==> config.mk <==
export PLATFORM = sky130hd
export DESIGN_NAME = fcp_pwm_unit
export DESIGN_NICKNAME = d
export VERILOG_FILES = /design/src/logic/fcp_pkg.sv /design/src/logic/fcp_pwm_unit.sv /design/src/logic/fcp_step_divider.sv
export SDC_FILE = /design/constraint.sdc
export NUM_CORES = 1
export LEC_CHECK = 0
export BUFFER_PORTS_ARGS = -buffer_cell sky130_fd_sc_hd__buf_2
export CORE_MARGIN = 8
export CORE_UTILIZATION = 54
export DETAILED_ROUTE_END_ITERATION = 10
export PLACE_DENSITY = 0.73
export SETUP_SLACK_MARGIN = 0.5
export SLEW_MARGIN = 15
export SYNTH_ARGS = -nofsm -noshare
export SYNTH_HDL_FRONTEND = slang
export SYNTH_SLANG_ARGS = --single-unit
==> constraint.sdc <==
create_clock -name sys_clk -period 2.31 [get_ports sys_clk]
set_clock_uncertainty 0.05 [all_clocks]
set_input_delay 0.3465 -clock sys_clk [delete_from_list [all_inputs] [get_ports sys_clk]]
set_output_delay 0.3465 -clock sys_clk [all_outputs]
set_load 0.02 [all_outputs]
==> src/logic/fcp_pkg.sv <==
// Constants, register map and carrier types of the four-channel pwm unit
//
// Contract
// Channel runs only while its enable bit (bits 0,1,4,5) is set.
// Channel waveform reaches its pin only while its drive bit (2,3,6,7) is set.
// Each channel has a readable 8-bit duty register; channels 2 and 3 at ddh, deh.
// A new duty value takes effect at once, not at period end.
// Duty 00h holds the pin high, duty ffh holds it low.
// Shared counter counts modulo 255, never reaching ffh.
// Within each period the pin is low for duty counts, high for 255 minus duty.
// Counter steps once per 2 x (prescale + 1) oscillator clocks.
// Reset clears every enable and drive bit.
package fcp_pkg;

    localparam int unsigned FCP_CHANNELS = 4;

    // Special function register addresses
    localparam logic [7:0] FCP_ADDR_PRESCALE = 8'hd9;
    localparam logic [7:0] FCP_ADDR_DUTY0 = 8'hda;
    localparam logic [7:0] FCP_ADDR_DUTY1 = 8'hdb;
    localparam logic [7:0] FCP_ADDR_CONTROL = 8'hdc;
    localparam logic [7:0] FCP_ADDR_DUTY2 = 8'hdd;
    localparam logic [7:0] FCP_ADDR_DUTY3 = 8'hde;

    // Control register field positions, per channel
    localparam int unsigned FCP_RUN_BIT [FCP_CHANNELS] = '{0, 1, 4, 5};
    localparam int unsigned FCP_DRIVE_BIT [FCP_CHANNELS] = '{2, 3, 6, 7};

    // Values after reset
    localparam logic [7:0] FCP_CONTROL_RESET = 8'h00;
    localparam logic [7:0] FCP_DUTY_RESET = 8'h00;
    localparam logic [7:0] FCP_PRESCALE_RESET = 8'h00;
    localparam logic [7:0] FCP_COUNT_RESET = 8'h00;

    // Counter wraps after this value, so it never reaches ffh
    localparam logic [7:0] FCP_COUNT_LAST = 8'hfe;
    // Read value of an address this unit does not own
    localparam logic [7:0] FCP_UNMAPPED_READ = 8'hff;

    typedef struct packed {
        logic [7:0] addr;
        logic wr;
        logic [7:0] wdata;
    } fcp_sfr_req_type;

    typedef struct packed {
        logic hit;
        logic [7:0] rdata;
    } fcp_sfr_rsp_type;

endpackage

==> src/logic/fcp_pwm_unit.sv <==
// Four-channel 8-bit pwm unit with its special function registers
`timescale 1ns/1ps
`default_nettype none
module fcp_pwm_unit
    import fcp_pkg::*;
(
    input wire logic sys_clk,
    input wire logic rst,
    input wire fcp_sfr_req_type sfr_req,
    output fcp_sfr_rsp_type sfr_rsp,
    output logic [FCP_CHANNELS-1:0] pwm_out,
    output logic [FCP_CHANNELS-1:0] pwm_oe
);

    ////////////////////////////////////////////////////////////////////////////////
    // Registers

    logic [7:0] control_q;
    logic [7:0] control_d;
    logic [7:0] prescale_q;
    logic [7:0] prescale_d;
    logic [7:0] duty_q [FCP_CHANNELS];
    logic [7:0] duty_d [FCP_CHANNELS];
    logic [7:0] count_q;
    logic [7:0] count_d;
    logic step;
    logic [FCP_CHANNELS-1:0] run;
    logic [FCP_CHANNELS-1:0] drive;
    logic [FCP_CHANNELS-1:0] out_d;
    logic [FCP_CHANNELS-1:0] oe_d;

    always_comb begin
        control_d = control_q;
        prescale_d = prescale_q;
        for (int i = 0; i < FCP_CHANNELS; i++) begin
            duty_d[i] = duty_q[i];
        end
        if (sfr_req.wr) begin
            unique case (sfr_req.addr)
                FCP_ADDR_CONTROL: control_d = sfr_req.wdata;
                FCP_ADDR_PRESCALE: prescale_d = sfr_req.wdata;
                FCP_ADDR_DUTY0: duty_d[0] = sfr_req.wdata;
                FCP_ADDR_DUTY1: duty_d[1] = sfr_req.wdata;
                FCP_ADDR_DUTY2: duty_d[2] = sfr_req.wdata;
                FCP_ADDR_DUTY3: duty_d[3] = sfr_req.wdata;
                default: ;
            endcase
        end
    end

    // Reads are combinational so the cpu sees the value in the same cycle
    always_comb begin
        sfr_rsp.hit = 1'b1;
        unique case (sfr_req.addr)
            FCP_ADDR_CONTROL: sfr_rsp.rdata = control_q;
            FCP_ADDR_PRESCALE: sfr_rsp.rdata = prescale_q;
            FCP_ADDR_DUTY0: sfr_rsp.rdata = duty_q[0];
            FCP_ADDR_DUTY1: sfr_rsp.rdata = duty_q[1];
            FCP_ADDR_DUTY2: sfr_rsp.rdata = duty_q[2];
            FCP_ADDR_DUTY3: sfr_rsp.rdata = duty_q[3];
            default: begin
                sfr_rsp.hit = 1'b0;
                sfr_rsp.rdata = FCP_UNMAPPED_READ;
            end
        endcase
    end

    always_ff @(posedge sys_clk or posedge rst) begin
        if (rst) begin
            control_q <= FCP_CONTROL_RESET;
            prescale_q <= FCP_PRESCALE_RESET;
            for (int i = 0; i < FCP_CHANNELS; i++) begin
                duty_q[i] <= FCP_DUTY_RESET;
            end
        end else begin
            control_q <= control_d;
            prescale_q <= prescale_d;
            for (int i = 0; i < FCP_CHANNELS; i++) begin
                duty_q[i] <= duty_d[i];
            end
        end
    end

    ////////////////////////////////////////////////////////////////////////////////
    // Shared timebase

    fcp_step_divider u_divider (
        .sys_clk(sys_clk),
        .rst(rst),
        .prescale(prescale_q),
        .step(step)
    );

    // Free running even with all channels off, so channels share one phase
    always_comb begin
        count_d = count_q;
        if (step) begin
            count_d = (count_q == FCP_COUNT_LAST) ? FCP_COUNT_RESET : count_q + 8'h01;
        end
    end

    always_ff @(posedge sys_clk or posedge rst) begin
        if (rst) begin
            count_q <= FCP_COUNT_RESET;
        end else begin
            count_q <= count_d;
        end
    end

    ////////////////////////////////////////////////////////////////////////////////
    // Channels

    for (genvar ch = 0; ch < FCP_CHANNELS; ch++) begin : g_chan
        assign run[ch] = control_q[FCP_RUN_BIT[ch]];
        assign drive[ch] = control_q[FCP_DRIVE_BIT[ch]];
        // Live duty compare: a write shows on the next edge, mid period included
        // Pin is low for duty counts and high for the rest; ffh never matches
        always_comb begin
            out_d[ch] = run[ch] & drive[ch] & (count_q >= duty_q[ch]);
            oe_d[ch] = drive[ch];
        end
    end

    always_ff @(posedge sys_clk or posedge rst) begin
        if (rst) begin
            pwm_out <= '0;
            pwm_oe <= '0;
        end else begin
            pwm_out <= out_d;
            pwm_oe <= oe_d;
        end
    end

endmodule
`default_nettype wire

==> src/logic/fcp_step_divider.sv <==
// Prescale divider: one-cycle step pulse every 2 x (prescale + 1) clocks
`timescale 1ns/1ps
`default_nettype none
module fcp_step_divider
    import fcp_pkg::*;
(
    input wire logic sys_clk,
    input wire logic rst,
    input wire logic [7:0] prescale,
    output logic step
);

    logic [7:0] div_q;
    logic [7:0] div_d;
    logic half_q;
    logic half_d;
    logic step_d;

    // Compare against the live prescale so a new value applies in the running interval
    always_comb begin
        div_d = div_q + 8'h01;
        half_d = half_q;
        step_d = 1'b0;
        if (div_q >= prescale) begin
            div_d = 8'h00;
            half_d = ~half_q;
            step_d = half_q;
        end
    end

    always_ff @(posedge sys_clk or posedge rst) begin
        if (rst) begin
            div_q <= 8'h00;
            half_q <= 1'b0;
            step <= 1'b0;
        end else begin
            div_q <= div_d;
            half_q <= half_d;
            step <= step_d;
        end
    end

endmodule
`default_nettype wire

# Yosys cells after proc, flatten, opt, wreduce, memory -nomap -nowiden
# Index checks and enable logic that the tools add are counted.
dict set report word_totals {
  latchBits 0
  wordCells 47
  memories 0
  ram_bits 0
  out_inout_bits 17
  mem_bits_ro 0
  input_bits 19
  reg_bits 74
}
dict set report op_classes {
  n_bitwise 9
  multipliers 0
  order_cmp 5
  add_sub_neg 2
  div_mod_pow 0
  reduce_logical 7
  shift 0
  muxes 5
  n_eq_ne 7
}
# op count
set ops {}
lappend ops {{8-bit equality test, second input constant} 7}
lappend ops {{8-bit case mux with 6 select lines} 1}
lappend ops {{8-bit >= comparator} 5}
lappend ops {{8-bit by 1-bit adder with 8-bit output, second input constant} 2}
lappend ops {{8-bit two-way mux} 2}
lappend ops {{2-bit AND reduction} 6}
lappend ops {{1-bit bitwise AND} 8}
lappend ops {{6-bit OR reduction} 1}
lappend ops {{1-bit two-way mux} 2}
lappend ops {{1-bit inverter} 1}

# Longest topological paths before layout
dict set report logic_depth {
  depth_word 3
  ltp_mapped 7
  mapped_depth_nobuf 6
}

# Cells and area by module
# A second synthesis with hierarchy kept.
dict set report hier_totals {
  hier_cells 386
  hier_area_um2 4510.6
}
# module seq_area_each_um2 area_per_inst_um2 instances cells_each
set by_module_without_submodules {}
lappend by_module_without_submodules {fcp_pwm_unit 1601.5 3887.5 1 324}
lappend by_module_without_submodules {fcp_step_divider 250.2 623.1 1 62}

# Worst setup path before layout
# No wires, ideal clock.
dict set report synth_path {
  path_type {input port to output port}
  startpoint {in sfr_req[9] (netlist name)}
  endpoint {out sfr_rsp[2] (netlist name)}
  setup_slack_ps 25
  path_buffers 3
  arrival_ps 1889
  required_time_ps 1914
  cell_stages 7
  cell_sequence {clkbuf_1 > clkbuf_1 > clkbuf_1 > mux2i_1 > nor2_1 > nor3_1 > o21ai_0}
}
# element line_no
set synth_rtl {}
lappend synth_rtl {{start: declaration} fcp_pwm_unit.sv:9} ;# input wire fcp_sfr_req_type sfr_req,
lappend synth_rtl {{end: declaration} fcp_pwm_unit.sv:10} ;# output fcp_sfr_rsp_type sfr_rsp,

==> flow_summary.json <==
{
  "grtUsageTotal_pct": 20.52,
  "whs_ns": 0.006622,
  "overflow": 0,
  "rsz0062_at_grt": "yes",
  "grt_max_degree": 50,
  "endpoint_kind": "output port",
  "cp-start-kind": "flop",
  "path_class": "reg2out",
  "final_common_cell": "dfrtp_1",
  "routabilityCongestion": 0.8631,
  "dieHeight_um": 106,
  "avgSynthCellArea_um2": 10.64,
  "path_buf_inv": 1,
  "worstMarginPinSlew_ns": 0.6058,
  "layout_min_cycle_time_ns": 2.063,
  "layout_common_cells": "71 x dfrtp_1, 42 x ha_1, 40 x inv_1, 38 x buf_4, 37 x mux2_2",
  "vias": 3497,
  "power_leakage_nw": 2.529,
  "path_clk_slew_ns": 0.08,
  "syn-cell-area_mm2": 0.004374,
  "insertion_delay_ns": 0.36,
  "synth.distinct_cells": 44,
  "cts-buffers-inserted": 9,
  "irDropWorstVdd_mv": 0.4945,
  "path_cells": "mux2_4, a21oi_2, a31oi_1, or3_4, buf_6",
  "final_net_count": 544,
  "coreArea_mm2": 0.008051,
  "worst-endpoint-required_ns": 1.91,
  "port_buffers": 35,
  "antenna_left": 0,
  "clock-root-buffer": "clkbuf_8",
  "final-hold-violation-count": 0,
  "async_flop_share_pct": 100.0,
  "initial_utilization_pct": 54.33,
  "cts_hold_buffers": 0,
  "grt_pass1_vias": 3579,
  "h-tree-depth": 3,
  "drc": 0,
  "outcome": "finished, final reports clean",
  "post_drt_via_cell_ratio": 5.917,
  "ys_warn_count": 0,
  "worst_path_max_delay_cell": "dfrtp_1",
  "arrival_ns": 1.67,
  "post_drt_wl_per_cell_um": 18.96,
  "drive_gt1_share_pct": 36.01,
  "drv_cap": 0,
  "setup_viol": 0,
  "max_freq_mhz": 484.7,
  "die_w_um": 106,
  "finalSetupTns_ns": 0,
  "critical-path-top-delay-family": "flip-flops",
  "syn-num-nets": 473,
  "io_pins": 36,
  "antenna_found_initial": 0,
  "crit_path_max_fanout": 2,
  "drt_iter0_drc": 191,
  "min_period_over_period_pct": 89.31,
  "ys.flop_type": "dfrtp_1",
  "slew_viol_final": 0,
  "power_density_mw_per_mm2": 709.7,
  "hold_class": "in2async",
  "max_stage_delay_ns": 0.40,
  "drt-pass1-iter-count": 7,
  "cts_tree": "done",
  "grt_first_pass_wirelength_um": 18320,
  "hpwlAfterDp_um": 7980,
  "syn2layout_area_growth_pct": 22.60,
  "wl_um": 11210,
  "core.rowCount": 33,
  "dieArea_mm2": 0.01124,
  "relSlewSlack_pct": 59.53,
  "synth_edf_count": 0,
  "cts_sinks": 74,
  "netlist_instances": 411,
  "yosys_register_bits": 74,
  "seq_area_frac_synth_pct": 42.33,
  "n_antenna_cell": 0,
  "clockBufferDepth": 2
}
## worst paths after layout
kind / start / to / slack, ns / depth (start not counted)
setup / recovery: duty_q[23]$_DFFE_PP0P_ / sfr_rsp[7] / 0.25 / 5
hold / removal: rst / pwm_oe[0]$_DFF_PP0_ / 0.007 / 2
setup reg to reg: prescale_q[0]$_DFFE_PP0P_ / u_divider.half_q$_DFFE_PP0P_ / 0.51 / 6
hold reg to reg: u_divider.half_q$_DFFE_PP0P_ / u_divider.half_q$_DFFE_PP0P_ / 0.42 / 1
max in group asynchronous: rst / count_q[1]$_DFFE_PP0P_ / 1.54 / 3
min in group sys_clk: sfr_req[3] / duty_q[19]$_DFFE_PP0P_ / 0.29 / 2
## per-stage QoR
step | utilization [%] | std cells | worst slack (ns) | total power (W) | instance area (um2)
CTS | 64.13 | 578 | 0.2381 | 0.003733 | 5164
global route | 66.60 | 591 | 0.2043 | 0.004027 | 5363
global placement | 59.95 | 553 | 0.2137 | 0.002583 | 4827
detailed placement | 59.95 | 553 | 0.1951 | 0.002649 | 4827
finish | 66.60 | 591 | 0.2470 | 0.003806 | 5363
floorplan | - | 411 | 0.3200 | 0.002328 | 4474
## state kept, by name, indices dropped and copies added, names as in the netlist
name and cells:
count_q 8, pwm_oe 4, prescale_q 8, control_q 8, u_divider.half_q 1, pwm_out 4, u_divider.step 1, duty_q 32
u_divider.div_q 8
## what timing repair did
item,4_1_cts,5_1_grt
setup endpoints to repair,22,15
hold endpoints to repair,0,0
setup buffers,10,12
resized for setup,16,37
pin swaps,8,20
gates cloned,0,1
## cell families (layout without fill, tap and decap cells)
logic type | after synthesis | after routing | share of synthesized area (%)
AND/OR/NAND/NOR | 89 | 89 | 12.24
AO/OA/AOI/OAI | 81 | 81 | 11.64
flip-flops | 74 | 74 | 42.33
buffers and inverters | 58 | 133 | 5.206
multiplexers | 57 | 57 | 14.47
adder cells (fa/ha/maj) | 43 | 43 | 12.30
XOR/XNOR | 9 | 9 | 1.802
## metal layers
layer | share of wire, % | up-vias | global-route usage, %
met4 | 3.7 | 0 | 11.46
met2 | 49 | 124 | 32.98
met1 | 42 | 1732 | 25.65
met3 | 5.1 | 40 | 3.690
li1 | - | 1601 | -
met5 | 0 | - | 0
## where the power goes
part | leakage [nW] | internal, W | switching (W)
sequential | 1.00 | 0.00143 | 0.000241
clock | 0.0941 | 0.000519 | 0.000497
combinational | 1.43 | 0.000543 | 0.000576
total | 2.53 | 0.00249 | 0.00131
## synth_stat cells (3+ instances only)
cell type,n,area share [%]
and3_1,3,0.43
o41ai_1,4,0.80
nor2b_1,5,0.72
nor3_1,6,0.69
inv_1,45,3.9
a21o_1,4,0.69
a21oi_1,18,2.1
o22ai_1,4,0.57
dfrtp_1,74,42
o21ai_0,26,3.0
nand4_1,6,0.86
nor4_4,3,1.5
a22oi_1,5,0.86
o211ai_1,6,1.0
nand3_1,12,1.4
nand2b_1,6,0.86
mux2_2,49,13
a211oi_1,4,0.69
or3_1,3,0.43
clkbuf_1,9,0.77
ha_1,43,12
mux2i_1,7,1.6
xor2_1,8,1.6
nor2_1,19,1.6
nand2_1,18,1.5
## area by class of cell
| class | count | area [um2] |
|---|---|---|
| fill | 608 | 2689 |
| multi-input combinational | 279 | 2477 |
| sequential | 74 | 1856 |
| timing repair buffer | 73 | 533.0 |
| inverter | 45 | 172.7 |
| clock buffer | 10 | 137.6 |
| tap | 105 | 131.4 |
| clock inverter | 5 | 55.05 |
Power figures use the tool's default switching activity.
